`src/ssw_cfg.svh`:
```
`ifndef SSW_CFG_SVH
`define SSW_CFG_SVH

// Clock rate and derived periods
`define SSW_CLK_HZ          40000000
`define SSW_RESET_MS        200
`define SSW_WDOG_MS         1600
`define SSW_RESET_CYCLES    ((`SSW_CLK_HZ / 1000) * `SSW_RESET_MS)
`define SSW_WDOG_CYCLES     ((`SSW_CLK_HZ / 1000) * `SSW_WDOG_MS)
`define SSW_DEBOUNCE_NS     1000
`define SSW_DEBOUNCE_CYCLES ((`SSW_DEBOUNCE_NS * (`SSW_CLK_HZ / 1000000) + 999) / 1000)
`define SSW_CNT_W           32
`define SSW_DB_W            8

`endif

```
`src/ssw_pkg.sv`:
```
package ssw_pkg;
    typedef enum logic [1:0] {
        SSW_RST_IDLE  = 2'b00,
        SSW_RST_HOLD  = 2'b01,
        SSW_RST_PULSE = 2'b10
    } ssw_rst_state_type;

    typedef logic [31:0] ssw_count_type;
endpackage

```
`src/ssw_debounce.sv`:
```
`timescale 1ns/1ps
`include "ssw_cfg.svh"
module ssw_debounce
    import ssw_pkg::*;
(
    input  wire logic ref_clk,
    input  wire logic rst_n,
    input  wire logic raw_in,
    output logic      clean_q
);
    logic [`SSW_DB_W-1:0] cnt_q;

    // Output follows input only after it is steady for the full window
    always_ff @(posedge ref_clk) begin
        if (!rst_n) begin
            cnt_q   <= '0;
            clean_q <= 1'b1;
        end else if (raw_in == clean_q) begin
            cnt_q <= '0;
        end else if (cnt_q == `SSW_DB_W'(`SSW_DEBOUNCE_CYCLES - 1)) begin
            cnt_q   <= '0;
            clean_q <= raw_in;
        end else begin
            cnt_q <= cnt_q + `SSW_DB_W'(1);
        end
    end
endmodule

```
`src/ssw_supervisor.sv`:
```
// Summary of operation
// Any reset source gives 200 ms low reset
// Reset held low throughout low-line
// 200 ms more after low-line or manual release
// Manual reset input is active low
// Manual reset debounced to single event
// Static kick for 1.6 s expires watchdog
// Timeout output low until timer cleared
// Asserted reset clears the watchdog timer
// Kick edges or high-Z clear watchdog
// Floating kick input disables the watchdog
// Timeout output low during low-line
// Timeout releases immediately when low-line ends
// Watchdog timeout never asserts reset internally
// Power-fail flag low when sense high
// Watchdog independent, omittable by build option
// Active-high reset is exact complement
// Durations counted from clock cycles, parameterised
`timescale 1ns/1ps
`include "ssw_cfg.svh"
module ssw_supervisor
    import ssw_pkg::*;
#(
    parameter ssw_count_type RESET_CYCLES = `SSW_RESET_CYCLES,
    parameter ssw_count_type WDOG_CYCLES  = `SSW_WDOG_CYCLES,
    parameter bit            WDOG_ENABLE  = 1'b1
) (
    input  wire logic ref_clk,
    input  wire logic rst_n,
    input  wire logic low_line,
    input  wire logic manual_reset_n,
    input  wire logic power_fail_sense_in,
    input  wire logic watchdog_kick_in,
    input  wire logic watchdog_kick_hiz,
    output logic      reset_out_n_q,
    output logic      reset_out_q,
    output logic      watchdog_timeout_n_q,
    output logic      power_fail_flag_n_q
);
    ssw_rst_state_type state_q;
    ssw_count_type     pulse_cnt_q;
    logic              mr_clean;
    logic              mr_prev_q;
    logic              kick_prev_q;
    logic              wd_expired;
    logic              wd_clear;
    logic              mr_fall;
    ssw_count_type     rel_run_q;
    ssw_count_type     quiet_q;
    ssw_count_type     mr_low_run_q;
    ssw_count_type     mr_high_run_q;

    // Reset may be released only from idle with both causes gone
    function automatic logic release_ok(
        input ssw_rst_state_type st,
        input logic              low,
        input logic              mr
    );
        return (st == SSW_RST_IDLE) && !low && mr;
    endfunction

    // debounce manual reset
    ssw_debounce u_debounce (
        .ref_clk (ref_clk),
        .rst_n   (rst_n),
        .raw_in  (manual_reset_n),
        .clean_q (mr_clean)
    );

    always_ff @(posedge ref_clk) begin
        if (!rst_n) begin
            mr_prev_q   <= 1'b1;
            kick_prev_q <= 1'b0;
        end else begin
            mr_prev_q   <= mr_clean;
            kick_prev_q <= watchdog_kick_in;
        end
    end

    // active-low trigger
    assign mr_fall = mr_prev_q && !mr_clean;

    // reset pulse machine
    always_ff @(posedge ref_clk) begin
        if (!rst_n) begin
            state_q     <= SSW_RST_HOLD;
            pulse_cnt_q <= '0;
        end else begin
            case (state_q)
                SSW_RST_IDLE: begin
                    pulse_cnt_q <= '0;
                    // debounced falling edge starts reset
                    if (low_line || mr_fall) begin
                        state_q <= SSW_RST_HOLD;
                    end
                end
                SSW_RST_HOLD: begin
                    pulse_cnt_q <= '0;
                    if (!low_line && mr_clean) begin
                        state_q <= SSW_RST_PULSE;
                    end
                end
                SSW_RST_PULSE: begin
                    if (low_line || !mr_clean) begin
                        state_q     <= SSW_RST_HOLD;
                        pulse_cnt_q <= '0;
                    end else if (pulse_cnt_q == RESET_CYCLES - 32'd1) begin
                        state_q     <= SSW_RST_IDLE;
                        pulse_cnt_q <= '0;
                    end else begin
                        pulse_cnt_q <= pulse_cnt_q + 32'd1;
                    end
                end
                default: begin
                    state_q     <= SSW_RST_HOLD;
                    pulse_cnt_q <= '0;
                end
            endcase
        end
    end

    // watchdog never feeds reset; complement output
    always_ff @(posedge ref_clk) begin
        if (!rst_n) begin
            reset_out_n_q <= 1'b0;
            reset_out_q   <= 1'b1;
        end else begin
            reset_out_n_q <= release_ok(state_q, low_line, mr_clean);
            reset_out_q   <= !release_ok(state_q, low_line, mr_clean);
        end
    end

    // watchdog clear sources
    assign wd_clear = !reset_out_n_q || watchdog_kick_hiz || (watchdog_kick_in != kick_prev_q);

    generate
        if (WDOG_ENABLE) begin : g_wdog
            // watchdog timer
            ssw_watchdog #(
                .WDOG_CYCLES (WDOG_CYCLES)
            ) u_watchdog (
                .ref_clk   (ref_clk),
                .rst_n     (rst_n),
                .clear     (wd_clear),
                .expired_q (wd_expired)
            );
        end else begin : g_no_wdog
            // watchdog omitted
            assign wd_expired = 1'b0;
        end
    endgenerate

    // timeout output
    always_ff @(posedge ref_clk) begin
        if (!rst_n) begin
            watchdog_timeout_n_q <= 1'b1;
        end else begin
            watchdog_timeout_n_q <= !(low_line || wd_expired);
        end
    end

    // power-fail flag
    always_ff @(posedge ref_clk) begin
        if (!rst_n) begin
            power_fail_flag_n_q <= 1'b1;
        end else begin
            power_fail_flag_n_q <= !power_fail_sense_in;
        end
    end

    // Assertions
    a_reset_complement: assert property (@(posedge ref_clk) disable iff (!rst_n)
        reset_out_q == !reset_out_n_q)
        else $error("active-high reset not complement");

    a_lowline_holds_reset: assert property (@(posedge ref_clk) disable iff (!rst_n)
        low_line |=> !reset_out_n_q)
        else $error("reset released during low-line");

    a_lowline_wdo_low: assert property (@(posedge ref_clk) disable iff (!rst_n)
        low_line |=> !watchdog_timeout_n_q)
        else $error("timeout not low during low-line");

    a_wdo_fast_release: assert property (@(posedge ref_clk) disable iff (!rst_n)
        (!low_line && !wd_expired) |=> watchdog_timeout_n_q)
        else $error("timeout output not released");

    a_pfo_follows: assert property (@(posedge ref_clk) disable iff (!rst_n)
        power_fail_sense_in |=> !power_fail_flag_n_q)
        else $error("power-fail flag not low");

    a_pulse_min: assert property (@(posedge ref_clk) disable iff (!rst_n)
        (state_q == SSW_RST_HOLD) ##1 (state_q == SSW_RST_PULSE) |-> !reset_out_n_q [*8])
        else $error("reset pulse too short");

    a_wd_clear_on_reset: assert property (@(posedge ref_clk) disable iff (!rst_n)
        !reset_out_n_q |=> !wd_expired)
        else $error("watchdog not cleared by reset");

    a_kick_edge_clears: assert property (@(posedge ref_clk) disable iff (!rst_n)
        (watchdog_kick_in != kick_prev_q) |=> !wd_expired)
        else $error("kick edge did not clear watchdog");

    a_hiz_disables: assert property (@(posedge ref_clk) disable iff (!rst_n)
        watchdog_kick_hiz |=> !wd_expired)
        else $error("floating kick did not disable watchdog");

    a_mr_holds_reset: assert property (@(posedge ref_clk) disable iff (!rst_n)
        !mr_clean |=> !reset_out_n_q)
        else $error("reset released while manual reset low");

    // Assertion helpers
    // Cycles of held reset since both causes cleared
    always_ff @(posedge ref_clk) begin
        if (!rst_n || low_line || !mr_clean) begin
            rel_run_q <= '0;
        end else if (!reset_out_n_q) begin
            rel_run_q <= rel_run_q + 32'd1;
        end
    end

    // Cycles since the watchdog was last cleared
    // Saturates so a long quiet spell never wraps
    always_ff @(posedge ref_clk) begin
        if (!rst_n || wd_clear) begin
            quiet_q <= '0;
        end else if (quiet_q != '1) begin
            quiet_q <= quiet_q + 32'd1;
        end
    end

    // Consecutive cycles the raw manual input sat low
    always_ff @(posedge ref_clk) begin
        if (!rst_n || manual_reset_n) begin
            mr_low_run_q <= '0;
        end else if (mr_low_run_q != '1) begin
            mr_low_run_q <= mr_low_run_q + 32'd1;
        end
    end

    // Consecutive cycles the raw manual input sat high
    always_ff @(posedge ref_clk) begin
        if (!rst_n || !manual_reset_n) begin
            mr_high_run_q <= '0;
        end else if (mr_high_run_q != '1) begin
            mr_high_run_q <= mr_high_run_q + 32'd1;
        end
    end

    a_release_span: assert property (@(posedge ref_clk) disable iff (!rst_n)
        $rose(reset_out_n_q) |-> (rel_run_q >= RESET_CYCLES) && (rel_run_q <= RESET_CYCLES + 32'd2))
        else $error("reset pulse length out of range");

    a_wdog_not_early: assert property (@(posedge ref_clk) disable iff (!rst_n)
        (quiet_q >= 32'd1 && quiet_q <= WDOG_CYCLES && !$past(low_line)) |-> watchdog_timeout_n_q)
        else $error("watchdog expired too early");

    a_wdog_not_late: assert property (@(posedge ref_clk) disable iff (!rst_n)
        (WDOG_ENABLE && quiet_q > WDOG_CYCLES) |-> !watchdog_timeout_n_q)
        else $error("watchdog did not expire");

    a_expiry_sticks: assert property (@(posedge ref_clk) disable iff (!rst_n)
        (wd_expired && !wd_clear) |=> wd_expired)
        else $error("expiry dropped without clear");

    a_expiry_drives_out: assert property (@(posedge ref_clk) disable iff (!rst_n)
        wd_expired |=> !watchdog_timeout_n_q)
        else $error("expiry not shown on timeout output");

    a_wdog_no_reset: assert property (@(posedge ref_clk) disable iff (!rst_n)
        (wd_expired && !low_line && mr_clean && state_q == SSW_RST_IDLE) |=> reset_out_n_q)
        else $error("watchdog expiry pulled reset");

    a_pfo_release: assert property (@(posedge ref_clk) disable iff (!rst_n)
        !power_fail_sense_in |=> power_fail_flag_n_q)
        else $error("power-fail flag not high");

    a_mr_fall_resets: assert property (@(posedge ref_clk) disable iff (!rst_n)
        mr_fall |=> !reset_out_n_q)
        else $error("manual reset edge did not reset");

    a_mr_settled_low: assert property (@(posedge ref_clk) disable iff (!rst_n)
        $fell(mr_clean) |-> mr_low_run_q >= `SSW_DEBOUNCE_CYCLES)
        else $error("manual reset taken before settling low");

    a_mr_settled_high: assert property (@(posedge ref_clk) disable iff (!rst_n)
        $rose(mr_clean) |-> mr_high_run_q >= `SSW_DEBOUNCE_CYCLES)
        else $error("manual release taken before settling high");

    a_lowline_hold_state: assert property (@(posedge ref_clk) disable iff (!rst_n)
        low_line |=> state_q == SSW_RST_HOLD)
        else $error("low-line did not hold reset machine");

    a_hiz_keeps_high: assert property (@(posedge ref_clk) disable iff (!rst_n)
        watchdog_kick_hiz ##1 watchdog_kick_hiz |=> (watchdog_timeout_n_q || $past(low_line)))
        else $error("floating kick let timeout assert");

    a_lowline_end_release: assert property (@(posedge ref_clk) disable iff (!rst_n)
        ($fell(low_line) && !wd_expired) |=> watchdog_timeout_n_q)
        else $error("timeout output delayed after low-line");
endmodule

```
`src/ssw_watchdog.sv`:
```
`timescale 1ns/1ps
`include "ssw_cfg.svh"
module ssw_watchdog
    import ssw_pkg::*;
#(
    parameter ssw_count_type WDOG_CYCLES = `SSW_WDOG_CYCLES
) (
    input  wire logic ref_clk,
    input  wire logic rst_n,
    input  wire logic clear,
    output logic      expired_q
);
    ssw_count_type cnt_q;

    // Counts while not cleared; expiry sticks until the next clear
    always_ff @(posedge ref_clk) begin
        if (!rst_n || clear) begin
            cnt_q     <= '0;
            expired_q <= 1'b0;
        end else if (cnt_q == WDOG_CYCLES - 32'd1) begin
            expired_q <= 1'b1;
        end else begin
            cnt_q <= cnt_q + 32'd1;
        end
    end
endmodule

```
`config.mk`:
```
export PLATFORM = sky130hd
export DESIGN_NAME = ssw_supervisor
export DESIGN_NICKNAME = d
export VERILOG_FILES = /design/src/ssw_pkg.sv /design/src/ssw_debounce.sv /design/src/ssw_supervisor.sv /design/src/ssw_watchdog.sv
export VERILOG_INCLUDE_DIRS = /design/src
export SDC_FILE = /design/constraint.sdc
export NUM_CORES = 1
export LEC_CHECK = 0
export BUFFER_PORTS_ARGS = -buffer_cell sky130_fd_sc_hd__buf_2
export CORE_MARGIN = 5
export CORE_UTILIZATION = 60
export CTS_CLUSTER_SIZE = 8
export DETAILED_ROUTE_END_ITERATION = 6
export GPL_TIMING_DRIVEN = 0
export PLACE_DENSITY = 0.77
export SYNTH_ARGS = -nofsm -noshare
export SYNTH_HDL_FRONTEND = slang
export SYNTH_SLANG_ARGS = --single-unit
```
`constraint.sdc`:
```
create_clock -name ref_clk -period 2.8 [get_ports ref_clk]
set_input_delay 0.7 -clock ref_clk [delete_from_list [all_inputs] [get_ports ref_clk]]
set_output_delay 0.7 -clock ref_clk [all_outputs]
set_load 0.01 [all_outputs]
```
==> summary.txt <==
Drt wl/cell: 13.2 um
Slowest stage delay, CP: 0.40 ns
Synth area leaders: dfxtp_1 43%, nor2_1 7.0%, xnor2_1 6.2%
Asr flop ratio synth: 0%
IO Pins: 11
Required time worst endpoint: 3.03 ns
Routed vias/inst: 5.64
Fraction of layout cells with a size suffix above 1: 9.79%
Clk buf depth: 2
Max Cap Viol: 0
Clock root buffer: clkbuf_8
Clk sinks: 82
Die ar.: 8040 um2
Worst R2R Start: g_wdog.u_watchdog.cnt_q[0]
Maximum vdd drop: 0.429 mV
# diodes: 0
Die Y-Extent: 89.6 um
DRT iter0 DRCs: 140
Largest net degree at the start of global routing: 14
CTS tree: done
Post-Route Setup TNS: 0 ns
Mean Syn Cell Area: 8.57 um2
Row cnt: 29
RR Endpoint: g_wdog.u_watchdog.cnt_q[1]
Vias: 3086
Arr. time, crit path: 2.36 ns
Flop-to-flop setup slack: 0.67 ns
Post-DRT Antenna Nets: 0
WHS Path Cells: 1
Post-Syn Area: 3810 um2
Critical Path Fanout Max: 10
Clock latency at the later pin of the worst-skew pair: 0.35 ns
Hold slack: 0.453 ns
Initial Util: 60.6%
RSZ-0062 raised after global routing: no
Top cell type's share of synthesized area: 43.1%
Max Transition Viols Final: 0
Crit path launch type: flip-flop
Worst relative slew slack: 62.6%
Reg2reg path depth: 9
Tcrit/Tclk final: 76.2%
Hold_buf cts: 0
Crit end category: flip-flop
GRT Util Overall: 20.5%
Initial antenna violation count: 0
Commonest cells post-synth: 82 x dfxtp_1, 71 x nor2_1, 33 x nand2_1
Hold crit path type: flip-flop to flip-flop
Fmax: 469 MHz
Total Nets Final: 475
Yosys cell types: 48
Die Span X: 89.6 um
Least-Margin Pin Slew: 0.562 ns
Minimum clock period after layout: 2.13 ns
Final Hold Fails: 0
Sequential area share after synthesis: 43.1%
Inserted Clock Buffers: 9
Crit-path slowest cell: dfxtp_1
Syn_nets: 454
Yosys top cell by area: dfxtp_1
Synthesis warning total: 0
Post-Syn Instances: 444
Remaining Overflow, GRT: 0
Port bufs: 10
Critical path, cell by cell: ha_1 -> and4_1 -> clkbuf_2 -> nand4_1 -> nor3_2 -> buf_4 -> buf_6 -> mux2i_1 -> nor2_1
Post-CTS Resized: 0
DP HPWL: 5170 um
Clk_skew: 0.00876 ns
Multi-input gate area: 1990 um2
CTS H-tree depth: 3
Vias in the first global route: 3028
Drt drc: 0
HP Start: u_debounce.cnt_q[0]
Clock transition at path regs: 0.08 ns
Total core area: 6280 um2
FILL cells: 538
P_leak: 0.00132 uW
Reg area: 1640 um2
Endpoint, Worst Hold: u_debounce.cnt_q[0]
Synth Register Bits: 82
Post-Route WL: 7240 um
Status: completed
Most frequent cell after synthesis: dfxtp_1
Worst Setup Path Type: flip-flop to flip-flop
EDFF count, synth: 0
Power per cell area: 478 nW/um2
GP Congestion: 0.884
First-pass GRT wire length: 13000 um
Main synth FF type: dfxtp_1
Setup-failing EPs final: 0
Synth-to-Final Area Change: 8.38%
DRT Pass-1 Iters: 4
Setup Fix Bufs, Post-CTS: 0
power breakdown:
group	switching (uW)	internal (uW)	leakage (uW)
Sequential	3.83	1170	0.000662
Combinational	17.1	14.4	0.000579
Clock	414	351	0.0000803
sequential cells by signal, summed over array words and instances (netlist names):
name / flops
g_wdog.u_watchdog.cnt_q: 32
pulse_cnt_q: 32
u_debounce.cnt_q: 8
state_q: 2
g_wdog.u_watchdog.expired_q: 1
kick_prev_q: 1
mr_prev_q: 1
power_fail_flag_n_q: 1
reset_out_n_q: 1
reset_out_q: 1
u_debounce.clean_q: 1
watchdog_timeout_n_q: 1
worst max-delay path by stage:
stage                     cells past startpoint                          to                  startpoint  slack [ns]
after floorplan                               9  g_wdog.u_watchdog.cnt_q[1]  g_wdog.u_watchdog.cnt_q[0]        0.99
after global placement                        9  g_wdog.u_watchdog.cnt_q[1]  g_wdog.u_watchdog.cnt_q[0]        0.72
after detailed placement                      9  g_wdog.u_watchdog.cnt_q[1]  g_wdog.u_watchdog.cnt_q[0]        0.69
after CTS                                     9  g_wdog.u_watchdog.cnt_q[1]  g_wdog.u_watchdog.cnt_q[0]        0.67
after global routing                          9  g_wdog.u_watchdog.cnt_q[1]  g_wdog.u_watchdog.cnt_q[0]        0.52
final                                         9  g_wdog.u_watchdog.cnt_q[1]  g_wdog.u_watchdog.cnt_q[0]        0.67
layer usage:
metal,routed length [um],GRT usage [%]
met5,0,0
met3,194,4.93
met2,3560,35.2
met1,3350,24.3
met4,138,8.53
worst max-delay path: cells and delay by family (launching register included):
kind,cells,cell delay [ns]
DFF,1,0.40
adders and majority gates,1,0.21
buffers and inverters,3,0.58
muxes,1,0.18
and+or+nand+nor,4,0.63
cells in the final DEF (no fill, tap or decap), types with 8 or more instances in the layout:
cell type / count
dfxtp_1: 82
nor2_1: 71
nand2_1: 33
xnor2_1: 27
nand3_1: 25
xor2_1: 24
nand4_1: 21
nor4_1: 19
a21oi_1: 16
buf_2: 14
inv_1: 12
o21ai_0: 11
clkbuf_8: 10
and4_1: 9
or3_1: 9
nor3_1: 9
clkbuf_1: 8
through the flow:
stage          cell area, um2  setup WS, ns  std cells  power [uW]  util (%)
6_report                 4130         0.667        547        1970      65.7
5_1_grt                  4130         0.523        547        2060      65.7
4_1_cts                  4130         0.669        547        2000      65.7
3_5_place_dp             3950         0.689        531        1230      63.0
3_3_place_gp             3950         0.724        531        1230      63.0
2_1_floorplan            3810         0.987        444        1220         -
logic make-up after synthesis:
| family | after synthesis | share of synthesized area [%] |
|---|---|---|
| and+or+nand+nor | 233 | 32.5 |
| DFF | 82 | 43.1 |
| xor gates and xnor gates | 51 | 11.7 |
| AOI/OAI and AO/OA | 40 | 6.28 |
| buffers and inverters | 32 | 4.60 |
| muxes | 3 | 0.789 |
| adders and majority gates | 3 | 0.986 |
final cells by class:
type / instances / area share [%]
plain buffers: 20 / 3.15
inverters: 12 / 1.09
clock inverters: 3 / 0.576
clock buffers: 13 / 3.61
well taps: 77 / 2.34
multi-input cells: 330 / 48.2
repair buffers: 10 / 1.21
flip-flops and latches: 82 / 39.8
No activity file was read; power rests on OpenSTA's default activity.
